$ cat src/verilog/relative_branch_pkg.sv
package relative_branch_pkg;

    // Branch opcodes of the relative branch group
    localparam logic [7:0] OP_BRANCH_ALWAYS            = 8'h20;
    localparam logic [7:0] OP_BRANCH_NEVER             = 8'h21;
    localparam logic [7:0] OP_BRANCH_HIGHER            = 8'h22;
    localparam logic [7:0] OP_BRANCH_LOWER_OR_SAME     = 8'h23;
    localparam logic [7:0] OP_BRANCH_HIGHER_OR_SAME    = 8'h24;
    localparam logic [7:0] OP_BRANCH_LOWER             = 8'h25;
    localparam logic [7:0] OP_BRANCH_NOT_EQUAL         = 8'h26;
    localparam logic [7:0] OP_BRANCH_EQUAL             = 8'h27;
    localparam logic [7:0] OP_BRANCH_HALF_CARRY_CLEAR  = 8'h28;
    localparam logic [7:0] OP_BRANCH_HALF_CARRY_SET    = 8'h29;
    localparam logic [7:0] OP_BRANCH_PLUS              = 8'h2A;
    localparam logic [7:0] OP_BRANCH_MINUS             = 8'h2B;
    localparam logic [7:0] OP_BRANCH_MASK_CLEAR        = 8'h2C;
    localparam logic [7:0] OP_BRANCH_MASK_SET          = 8'h2D;
    localparam logic [7:0] OP_BRANCH_IRQ_PIN_LOW       = 8'h2E;
    localparam logic [7:0] OP_BRANCH_IRQ_PIN_HIGH      = 8'h2F;

    // Length of a relative branch instruction in bytes
    localparam logic [15:0] BRANCH_LENGTH = 16'h0002;

    // APB register byte addresses
    localparam logic [11:0] ADDR_CONTROL     = 12'h000;
    localparam logic [11:0] ADDR_STATUS      = 12'h004;
    localparam logic [11:0] ADDR_TAKEN_COUNT = 12'h008;
    localparam logic [11:0] ADDR_LAST_TARGET = 12'h00C;

    // Field positions
    localparam int CONTROL_ENABLE_BIT  = 0;
    localparam int STATUS_BUSY_BIT     = 0;
    localparam int STATUS_BAD_OP_BIT   = 1;
    localparam int STATUS_TAKEN_BIT    = 2;
    localparam int STATUS_OPCODE_LSB   = 8;

    localparam logic        ENABLE_RESET = 1'b1;
    localparam logic [31:0] TAKEN_COUNT_ONE = 32'h0000_0001;

    typedef logic [15:0] addr_t;

    typedef struct packed {
        logic half_carry;
        logic irq_mask;
        logic negative;
        logic zero;
        logic carry;
    } ccr_flags_t;

    typedef struct packed {
        logic [7:0] opcode;
        addr_t      opcode_addr;
        logic [7:0] offset;
    } branch_req_t;

    typedef struct packed {
        logic  taken;
        addr_t pc_next;
    } branch_result_t;

    typedef struct packed {
        logic [11:0] paddr;
        logic        psel;
        logic        penable;
        logic        pwrite;
        logic [31:0] pwdata;
    } apb_req_t;

    typedef enum logic [2:0] {
        ST_IDLE   = 3'b001,
        ST_EVAL   = 3'b010,
        ST_COMMIT = 3'b100
    } seq_state_t;

endpackage

$ cat src/verilog/branch_condition_eval.sv
`timescale 1ns/1ps
`default_nettype none

module branch_condition_eval
    import relative_branch_pkg::*;
(
    // Instruction and condition inputs
    input  wire logic [7:0] opcode,
    input  wire ccr_flags_t flags,
    input  wire logic       irq_pin,
    // Decode result
    output logic            is_branch,
    output logic            taken
);

    // Flags are only read here, never written
    always_comb begin
        is_branch = 1'b1;
        taken     = 1'b0;
        unique case (opcode)
            OP_BRANCH_ALWAYS:           taken = 1'b1;
            OP_BRANCH_NEVER:            taken = 1'b0;
            OP_BRANCH_HIGHER:           taken = (flags.carry | flags.zero) == 1'b0;
            OP_BRANCH_LOWER_OR_SAME:    taken = (flags.carry | flags.zero) == 1'b1;
            OP_BRANCH_HIGHER_OR_SAME:   taken = flags.carry == 1'b0;
            OP_BRANCH_LOWER:            taken = flags.carry;
            OP_BRANCH_NOT_EQUAL:        taken = ~flags.zero;
            OP_BRANCH_EQUAL:            taken = flags.zero;
            OP_BRANCH_HALF_CARRY_CLEAR: taken = ~flags.half_carry;
            OP_BRANCH_HALF_CARRY_SET:   taken = flags.half_carry;
            OP_BRANCH_PLUS:             taken = ~flags.negative;
            OP_BRANCH_MINUS:            taken = flags.negative;
            OP_BRANCH_MASK_CLEAR:       taken = ~flags.irq_mask;
            OP_BRANCH_MASK_SET:         taken = flags.irq_mask == 1'b1;
            OP_BRANCH_IRQ_PIN_LOW:      taken = ~irq_pin;
            OP_BRANCH_IRQ_PIN_HIGH:     taken = irq_pin;
            default:                    is_branch = 1'b0;
        endcase
    end

endmodule

`default_nettype wire

$ cat src/verilog/relative_branch_unit.sv
`timescale 1ns/1ps
`default_nettype none

module relative_branch_unit
    import relative_branch_pkg::*;
(
    // Clock and reset
    input  wire logic        pclk,
    input  wire logic        presetn,
    // APB slave
    input  wire logic [11:0] paddr,
    input  wire logic        psel,
    input  wire logic        penable,
    input  wire logic        pwrite,
    input  wire logic [31:0] pwdata,
    output logic      [31:0] prdata,
    output logic             pready,
    output logic             pslverr,
    // Fetch sequencer side
    input  wire logic        start,
    input  wire branch_req_t req,
    input  wire ccr_flags_t  flags,
    input  wire logic        irq_pin,
    output logic             ready,
    output logic             done,
    output branch_result_t   result
);

    typedef struct packed {
        seq_state_t     st;
        branch_req_t    req;
        logic           taken;
        branch_result_t result;
        logic           enable;
        logic           bad_opcode;
        logic [31:0]    taken_count;
        logic [31:0]    rdata;
        logic           err;
    } unit_state_t;

    localparam unit_state_t STATE_RESET = '{
        st:          ST_IDLE,
        req:         '0,
        taken:       1'b0,
        result:      '0,
        enable:      ENABLE_RESET,
        bad_opcode:  1'b0,
        taken_count: '0,
        rdata:       '0,
        err:         1'b0
    };

    unit_state_t state;
    unit_state_t next_state;
    logic        dec_is_branch;
    logic        dec_taken;
    logic        busy;
    logic        accept;
    logic        refuse;
    addr_t       target;
    addr_t       fall_through;
    addr_t       pc_next_value;
    logic [31:0] count_step;
    logic [31:0] status_word;
    logic [31:0] read_word;
    logic        apb_setup;
    logic        apb_write;
    logic        sel_control;
    logic        sel_status;
    logic        sel_taken_count;
    logic        sel_last_target;
    logic        addr_hit;
    logic        write_control;
    logic        clear_bad_opcode;
    logic        clear_count;

    // Condition flags are sampled in the start cycle; no flag output exists
    branch_condition_eval u_eval (
        .opcode    (req.opcode),
        .flags     (flags),
        .irq_pin   (irq_pin),
        .is_branch (dec_is_branch),
        .taken     (dec_taken)
    );

    // A new branch is taken only while idle and enabled
    assign busy    = state.st != ST_IDLE;
    assign ready   = state.enable & ~busy;
    assign accept  = start & ready & dec_is_branch;
    // Opcodes outside the branch group are dropped but remembered
    assign refuse  = start & ready & ~dec_is_branch;
    assign done    = state.st == ST_COMMIT;
    assign result  = state.result;

    // Offset is sign extended from the last instruction byte
    assign fall_through  = state.req.opcode_addr + BRANCH_LENGTH;
    assign target        = fall_through + {{8{state.req.offset[7]}}, state.req.offset};
    // A branch that falls through still steps over its offset byte
    assign pc_next_value = state.taken ? target : fall_through;
    assign count_step    = state.taken ? TAKEN_COUNT_ONE : '0;

    // Register decode: each register is one aligned word
    assign sel_control     = paddr == ADDR_CONTROL;
    assign sel_status      = paddr == ADDR_STATUS;
    assign sel_taken_count = paddr == ADDR_TAKEN_COUNT;
    assign sel_last_target = paddr == ADDR_LAST_TARGET;
    assign addr_hit        = sel_control | sel_status | sel_taken_count | sel_last_target;

    // Writes act in the access phase; an unmapped address writes nothing
    assign apb_setup        = psel & ~penable;
    assign apb_write        = psel & penable & pwrite & ~state.err;
    assign write_control    = apb_write & sel_control;
    assign clear_bad_opcode = apb_write & sel_status & pwdata[STATUS_BAD_OP_BIT];
    assign clear_count      = apb_write & sel_taken_count;

    always_comb begin
        status_word = '0;
        status_word[STATUS_BUSY_BIT]   = busy;
        status_word[STATUS_BAD_OP_BIT] = state.bad_opcode;
        status_word[STATUS_TAKEN_BIT]  = state.result.taken;
        status_word[STATUS_OPCODE_LSB +: 8] = state.req.opcode;
    end

    // Read data is chosen in the setup cycle and held through the access
    always_comb begin
        read_word = '0;
        if (sel_control) begin
            read_word[CONTROL_ENABLE_BIT] = state.enable;
        end
        if (sel_status) begin
            read_word = status_word;
        end
        if (sel_taken_count) begin
            read_word = state.taken_count;
        end
        if (sel_last_target) begin
            read_word = {16'h0000, state.result.pc_next};
        end
    end

    always_comb begin
        next_state = state;

        unique case (state.st)
            ST_IDLE: begin
                if (accept) begin
                    next_state.req   = req;
                    next_state.taken = dec_taken;
                    next_state.st    = ST_EVAL;
                end
            end
            ST_EVAL: begin
                // Target or fall-through address, third cycle reports it
                next_state.result.taken   = state.taken;
                next_state.result.pc_next = pc_next_value;
                next_state.taken_count    = state.taken_count + count_step;
                next_state.st             = ST_COMMIT;
            end
            ST_COMMIT: begin
                next_state.st = ST_IDLE;
            end
        endcase

        // APB: read data and error are captured in the setup cycle
        if (apb_setup) begin
            next_state.err   = ~addr_hit;
            next_state.rdata = pwrite ? '0 : read_word;
        end

        // Enable low holds off new branches; one in flight still finishes
        if (write_control) begin
            next_state.enable = pwdata[CONTROL_ENABLE_BIT];
        end
        if (clear_bad_opcode) begin
            next_state.bad_opcode = 1'b0;
        end
        // Any write to the taken count clears it, also in the cycle of a taken branch
        if (clear_count) begin
            next_state.taken_count = '0;
        end

        // A refused opcode sets the sticky flag; set wins over a clear
        if (refuse) begin
            next_state.bad_opcode = 1'b1;
        end
    end

    always_ff @(posedge pclk or negedge presetn) begin
        if (!presetn) begin
            state <= STATE_RESET;
        end else begin
            state <= next_state;
        end
    end

    assign prdata  = state.rdata;
    assign pready  = 1'b1;
    assign pslverr = psel & penable & state.err;

endmodule

`default_nettype wire

$ cat config.mk
export PLATFORM = sky130hd
export DESIGN_NAME = relative_branch_unit
export DESIGN_NICKNAME = d
export VERILOG_FILES = /design/src/verilog/relative_branch_pkg.sv /design/src/verilog/branch_condition_eval.sv /design/src/verilog/relative_branch_unit.sv
export SDC_FILE = /design/constraint.sdc
export NUM_CORES = 1
export LEC_CHECK = 0
export BUFFER_PORTS_ARGS = -buffer_cell sky130_fd_sc_hd__buf_2
export CORE_MARGIN = 2
export CORE_UTILIZATION = 60
export DETAILED_ROUTE_END_ITERATION = 16
export MAX_ROUTING_LAYER = met4
export PLACE_DENSITY = 0.86
export SYNTH_ARGS = -nofsm -noshare
export SYNTH_HDL_FRONTEND = slang
export SYNTH_SLANG_ARGS = --single-unit
$ cat constraint.sdc
create_clock -name pclk -period 6.7 [get_ports pclk]
set_input_delay 0.335 -clock pclk [delete_from_list [all_inputs] [get_ports pclk]]
set_output_delay 0.335 -clock pclk [all_outputs]
set_load 0.01 [all_outputs]
# --- Word level (Yosys, flattened, before mapping) ---
# Cells that the tools add are included.
word_totals:
  in_bits: 88
  ff_bits: 120
  wordCells: 88
  out_inout_bits: 53
classes:
  bitwise_logic: 29
  n_mux: 15
  reduce_logical: 5
  n_eq_ne: 24
  addsub: 3
op_table:
  columns: ["op", "n"]
  rows:
  - ["32-bit 2-to-1 mux", 5]
  - ["8-bit by 6-bit equality test with 1-bit output, second input constant", 16]
  - ["36-bit 2-to-1 mux", 1]
  - ["32-bit by 1-bit adder with 32-bit output", 1]
  - ["16-bit 2-to-1 mux", 2]
  - ["12-bit by 4-bit equality test with 1-bit output, second input constant", 2]
  - ["16-bit adder", 1]
  - ["16-bit by 2-bit adder with 16-bit output, second input constant", 1]
  - ["16-bit OR reduction", 1]
  - ["1-bit case mux with 15 select lines", 1]
  - ["1-bit AND", 13]
  - ["12-bit by 3-bit equality test with 1-bit output, second input constant", 1]
  - ["12-bit zero test", 1]
  - ["1-bit NOT", 12]
  - ["3-bit case mux with 3 select lines", 1]
  - ["1-bit 2-to-1 mux", 5]
  - ["1-bit bitwise OR", 4]
  - ["2-bit nonzero test", 2]
  - ["3-bit by 1-bit equality test with 1-bit output, second input constant", 1]
  - ["3-bit by 2-bit equality test with 1-bit output, second input constant", 1]
  - ["3-bit equality test, second input constant", 1]
  - ["3-bit by 1-bit inequality test with 1-bit output, second input constant", 1]
  - ["2-bit inequality test, second input constant", 1]
  - ["2-bit AND reduction", 1]

# --- Longest topological paths before layout ---
logic_depth:
  word_depth: 7
  mapped_depth: 11
  depth_no_buf: 11

# --- Hierarchy ---
# Synthesis repeated with hierarchy kept, for this count alone.
unflattened:
  cells_unflattened: 742
  hier_area_um2: 6820.3
modules_own_cells:
  columns: ["module", "seq_area_each_um2", "n_inst", "area_per_inst_um2", "cells_per_inst"]
  rows:
  - ["relative_branch_unit", 3005.4, 1, 6597.6, 712]
  - ["branch_condition_eval", 0.0, 1, 222.7, 30]

# --- Worst setup path after synthesis ---
# OpenSTA, ideal clock, no wires.
synth_path:
  path_type: "reg-to-reg"
  startpoint: "reg state[94] (netlist name)"
  endpoint: "reg state, in the netlist result[15]"
  stages_incl_launch_ff: 12
  setup_time_ns: 0.131
  arrival_ns: 2.695
  synth_period_minus_slack_ns: 2.826
  path_buffers: 0
  required_time_ns: 6.569
  path_slack_ns: 3.874
  path_cell_list: "dfrtp_1 ha_1 nand2_1 nor4_1 xor2_1 ha_1 or3_1 o221a_1 a221oi_2 a211oi_1 a2111oi_2 nand2_1"
synth_via:
  elab_chain_len: 3
synth_lines:
  columns: ["element", "line_no", "text"]
  rows:
  - ["start: declaration", "relative_branch_unit.sv:53", "unit_state_t state;"]
  - ["start signal: assignment", "relative_branch_unit.sv:192", "state <= next_state;"]
  - ["16-bit by 2-bit adder with 16-bit output *", "relative_branch_unit.sv:96", "assign fall_through = state.req.opcode_addr + BRANCH_LENGTH;"]
  - ["16-bit adder", "relative_branch_unit.sv:97", "assign target = fall_through + {{8{state.req.offset[7]}}, state.req.offset};"]
  - ["16-bit 2-to-1 mux *", "relative_branch_unit.sv:99", "assign pc_next_value = state.taken ? target : fall_through;"]
# Mark *: on every way between the ends. The rest lies on a longest branch, timed or not.
# A chain may end at the register's enable or synchronous reset.

# --- Worst setup path after layout ---
# Same ends and word-level chain as after synthesis.

==> run metrics <==
EDFF count, synth=0; total I/O pin count=around 140; CP bufs+invs=0; slowest cell delay on critical path=0.51 ns; Async SR Flop Fraction=100%; R2R setup slack=approximately 3.3 ns; PortBufs=109; Clock Sinks=120; r2r startpoint=state[94]; Worst Hold Class=primary input to register; GRT Overall Usage=27.6%; Hold EP=state[85]; Post-CTS Repair Setup Buffers=0; vias per inst=5.86; max-slew violation count=0; root buf cell=clkbuf_16; drt pass-1 iters=7; first-pass GRT wire length=26800 um; DRC=0; crit path time final=3.38 ns; max-cap violations=0; clock tree buffer depth=2; Yosys reg bits=120; initial antenna violation count=0; FMAX=between 200 and 300 MHz; gr ovfl total=0; Post-synth top cells=nand2_1, dfrtp_1, o21ai_0; Core Region=between 10000 and 15000 um2; crit path max fanout=9; CTS tree=yes; drt initial violations=approximately 420; Setup CP Type=register to register; Area Overhead vs Synth=13.1%; Critical Path End Type=register; largest delay contributor family on the critical path=compound AO/OA/AOI/OAI gates; Reg2Reg Capture Point=result[15]; outcome=completed; Yosys top cell area share=a little over two fifths; fin util=just over 70%; slowest cell on the critical path=dfrtp_1; H-tree depth=4; final wirelength=15700 um; Cell Area, Synth=~6800 um2; via count=5617; hold depth=3; fill cell count=824; gp weighted congestion=about 0.9; Nets=917; diode count=0; share of layout cells above drive strength 1=20.4%; FF/Latch Area=around 3000 um2; LEAKAGE=3.79 nW; Final setup viols=0; die footprint=around 12000 um2; hold_sp=req[0]; fin crit share=50.5%; Peak supply drop=between 0.15 and 0.2 mV; die width=between 100 and 150 um; synth top area cells=dfrtp_1, nand2_1, buf_4; multi-input logic area=~3300 um2; top-count cell post-synth=nand2_1; CP required=approximately 7.0 ns; post-synth net total=approximately 860; Yosys warnings=0; total power=0.00173 W; Slew headroom=between 30% and 40%; WL per Instance=between 15 and 20 um; Worst setup SP type=register; setup TNS=0 ns; vias in the first global route=approximately 5500; Slew @ Worst Pin=0.977 ns; Clk pin slew, worst setup/hold paths=~0.060 ns; cell count after synthesis=~750; post-synthesis area per instance=between 9 and 10 um2; detailed placement HPWL=around 11000 um; synth unique cells=60; floorplan row count=38; Arr. time, crit path=between 3 and 4 ns; pwr/cell area=between 200 and 250 nW/um2; largest net degree at the start of global routing=68; RSZ-0062 raised after global routing=no; Die H=~110 um; Post-synth top flop=dfrtp_1; worst path cell trace=ha_1 > nand2_1 > nor4_1 > xor2_1 > ha_1 > or3_1 > o221a_1 > a221oi_2 > a211oi_1 > a2111oi_2 > nand2_1; Fin Hold WS=roughly 0.11 ns; sequential share of the synthesized area=around 44%; clock skew=0.00708 ns; Synth area leader=dfrtp_1; r2r worst-path depth=11; ANT nets after route=0; final hold viol count=0; CTS buffer count=17; Clock Latency Late Sink=0.41 ns; Starting Density=between 60% and 70%
## flip-flops by register name (all words and copies together) (netlist names)
signal  flops
result     17
prdata     32
state      71
## cell usage in the layout (no fill, tap or decap), types with 16 or more instances in the layout
cell / count
nand3_1: 22
ha_1: 22
nor2_1: 48
buf_2: 108
o21ai_0: 63
clkbuf_16: 17
xnor2_1: 22
nand2_1: 159
xor2_1: 26
a21oi_1: 32
dfrtp_1: 118
a22o_1: 16
## per-stage QoR
stage | cell area [um2] | std cells | setup WS (ns)
final | 7730 | 959 | 3.32
after global routing | 7730 | 959 | 3.14
after CTS | 7730 | 959 | 3.37
after detailed placement | 7110 | 926 | 3.40
after global placement | 7110 | 926 | 3.50
after floorplan | 6830 | 753 | 3.87
## kinds of logic after synthesis
kind of cell	after synthesis	synth area share, %
fa+ha+maj	23	4.32
compound gates	142	12.9
other cells	1	0.0549
mux	13	2.18
flops	120	44.0
xor+xnor	49	6.39
buf+inv	93	7.91
simple gates	312	22.3
## where the power goes
group / switching [W] / internal (W) / total (W) / leakage [nW]
registers: 0.000000940 / 0.000727 / 0.000727 / 1.49
clock network: 0.000317 / 0.000632 / 0.000949 / 0.289
logic: 0.0000327 / 0.0000201 / 0.0000528 / 2.01
## per-layer routing
layer / GRT usage [%] / routed length (um) / vias to the layer above / share of wire [%]
li1: - / - / 2648 / -
met1: 35.4 / 6800 / 2729 / 43
met2: 43.3 / 7580 / 208 / 48
met3: 5.80 / 934 / 32 / 5.9
met4: 10.9 / 393 / 0 / 2.5
met5: - / 0 / - / 0
## worst max-delay path by stage
| stage | startpoint | endpoint | slack, ns | cells past startpoint |
|---|---|---|---|---|
| floorplan | state[94] | result[15] | 3.87 | 11 |
| global placement | state[94] | result[15] | 3.50 | 11 |
| detailed placement | state[94] | result[15] | 3.40 | 11 |
| CTS | state[94] | result[15] | 3.37 | 11 |
| global route | state[94] | result[15] | 3.14 | 11 |
| finish | state[94] | result[15] | 3.32 | 11 |
## repair_timing
action | CTS | global route
endpoints found under the hold margin | 53 | 0
setup endpoints to repair | 0 | 0
resized for setup | 0 | 0
hold buffers | 1 | 0
## worst reg2reg max path: stages (launching register included)
cell and delay (ns):
dfrtp_1 0.51, ha_1 0.31, nand2_1 0.08, nor4_1 0.24, xor2_1 0.34, ha_1 0.34
or3_1 0.32, o221a_1 0.17, a221oi_2 0.41, a211oi_1 0.15, a2111oi_2 0.31, nand2_1 0.08
## area by class of cell
| class | instances | share of cell area (%) |
|---|---|---|
| clock buffers | 24 | 5.97 |
| clock inverters | 8 | 1.93 |
| inverters | 11 | 0.534 |
| multi-input cells | 540 | 42.6 |
| flip-flops and latches | 120 | 38.9 |
| well taps | 140 | 2.27 |
| repair buffers | 116 | 7.80 |
No activity file was read; power rests on OpenSTA's default activity.
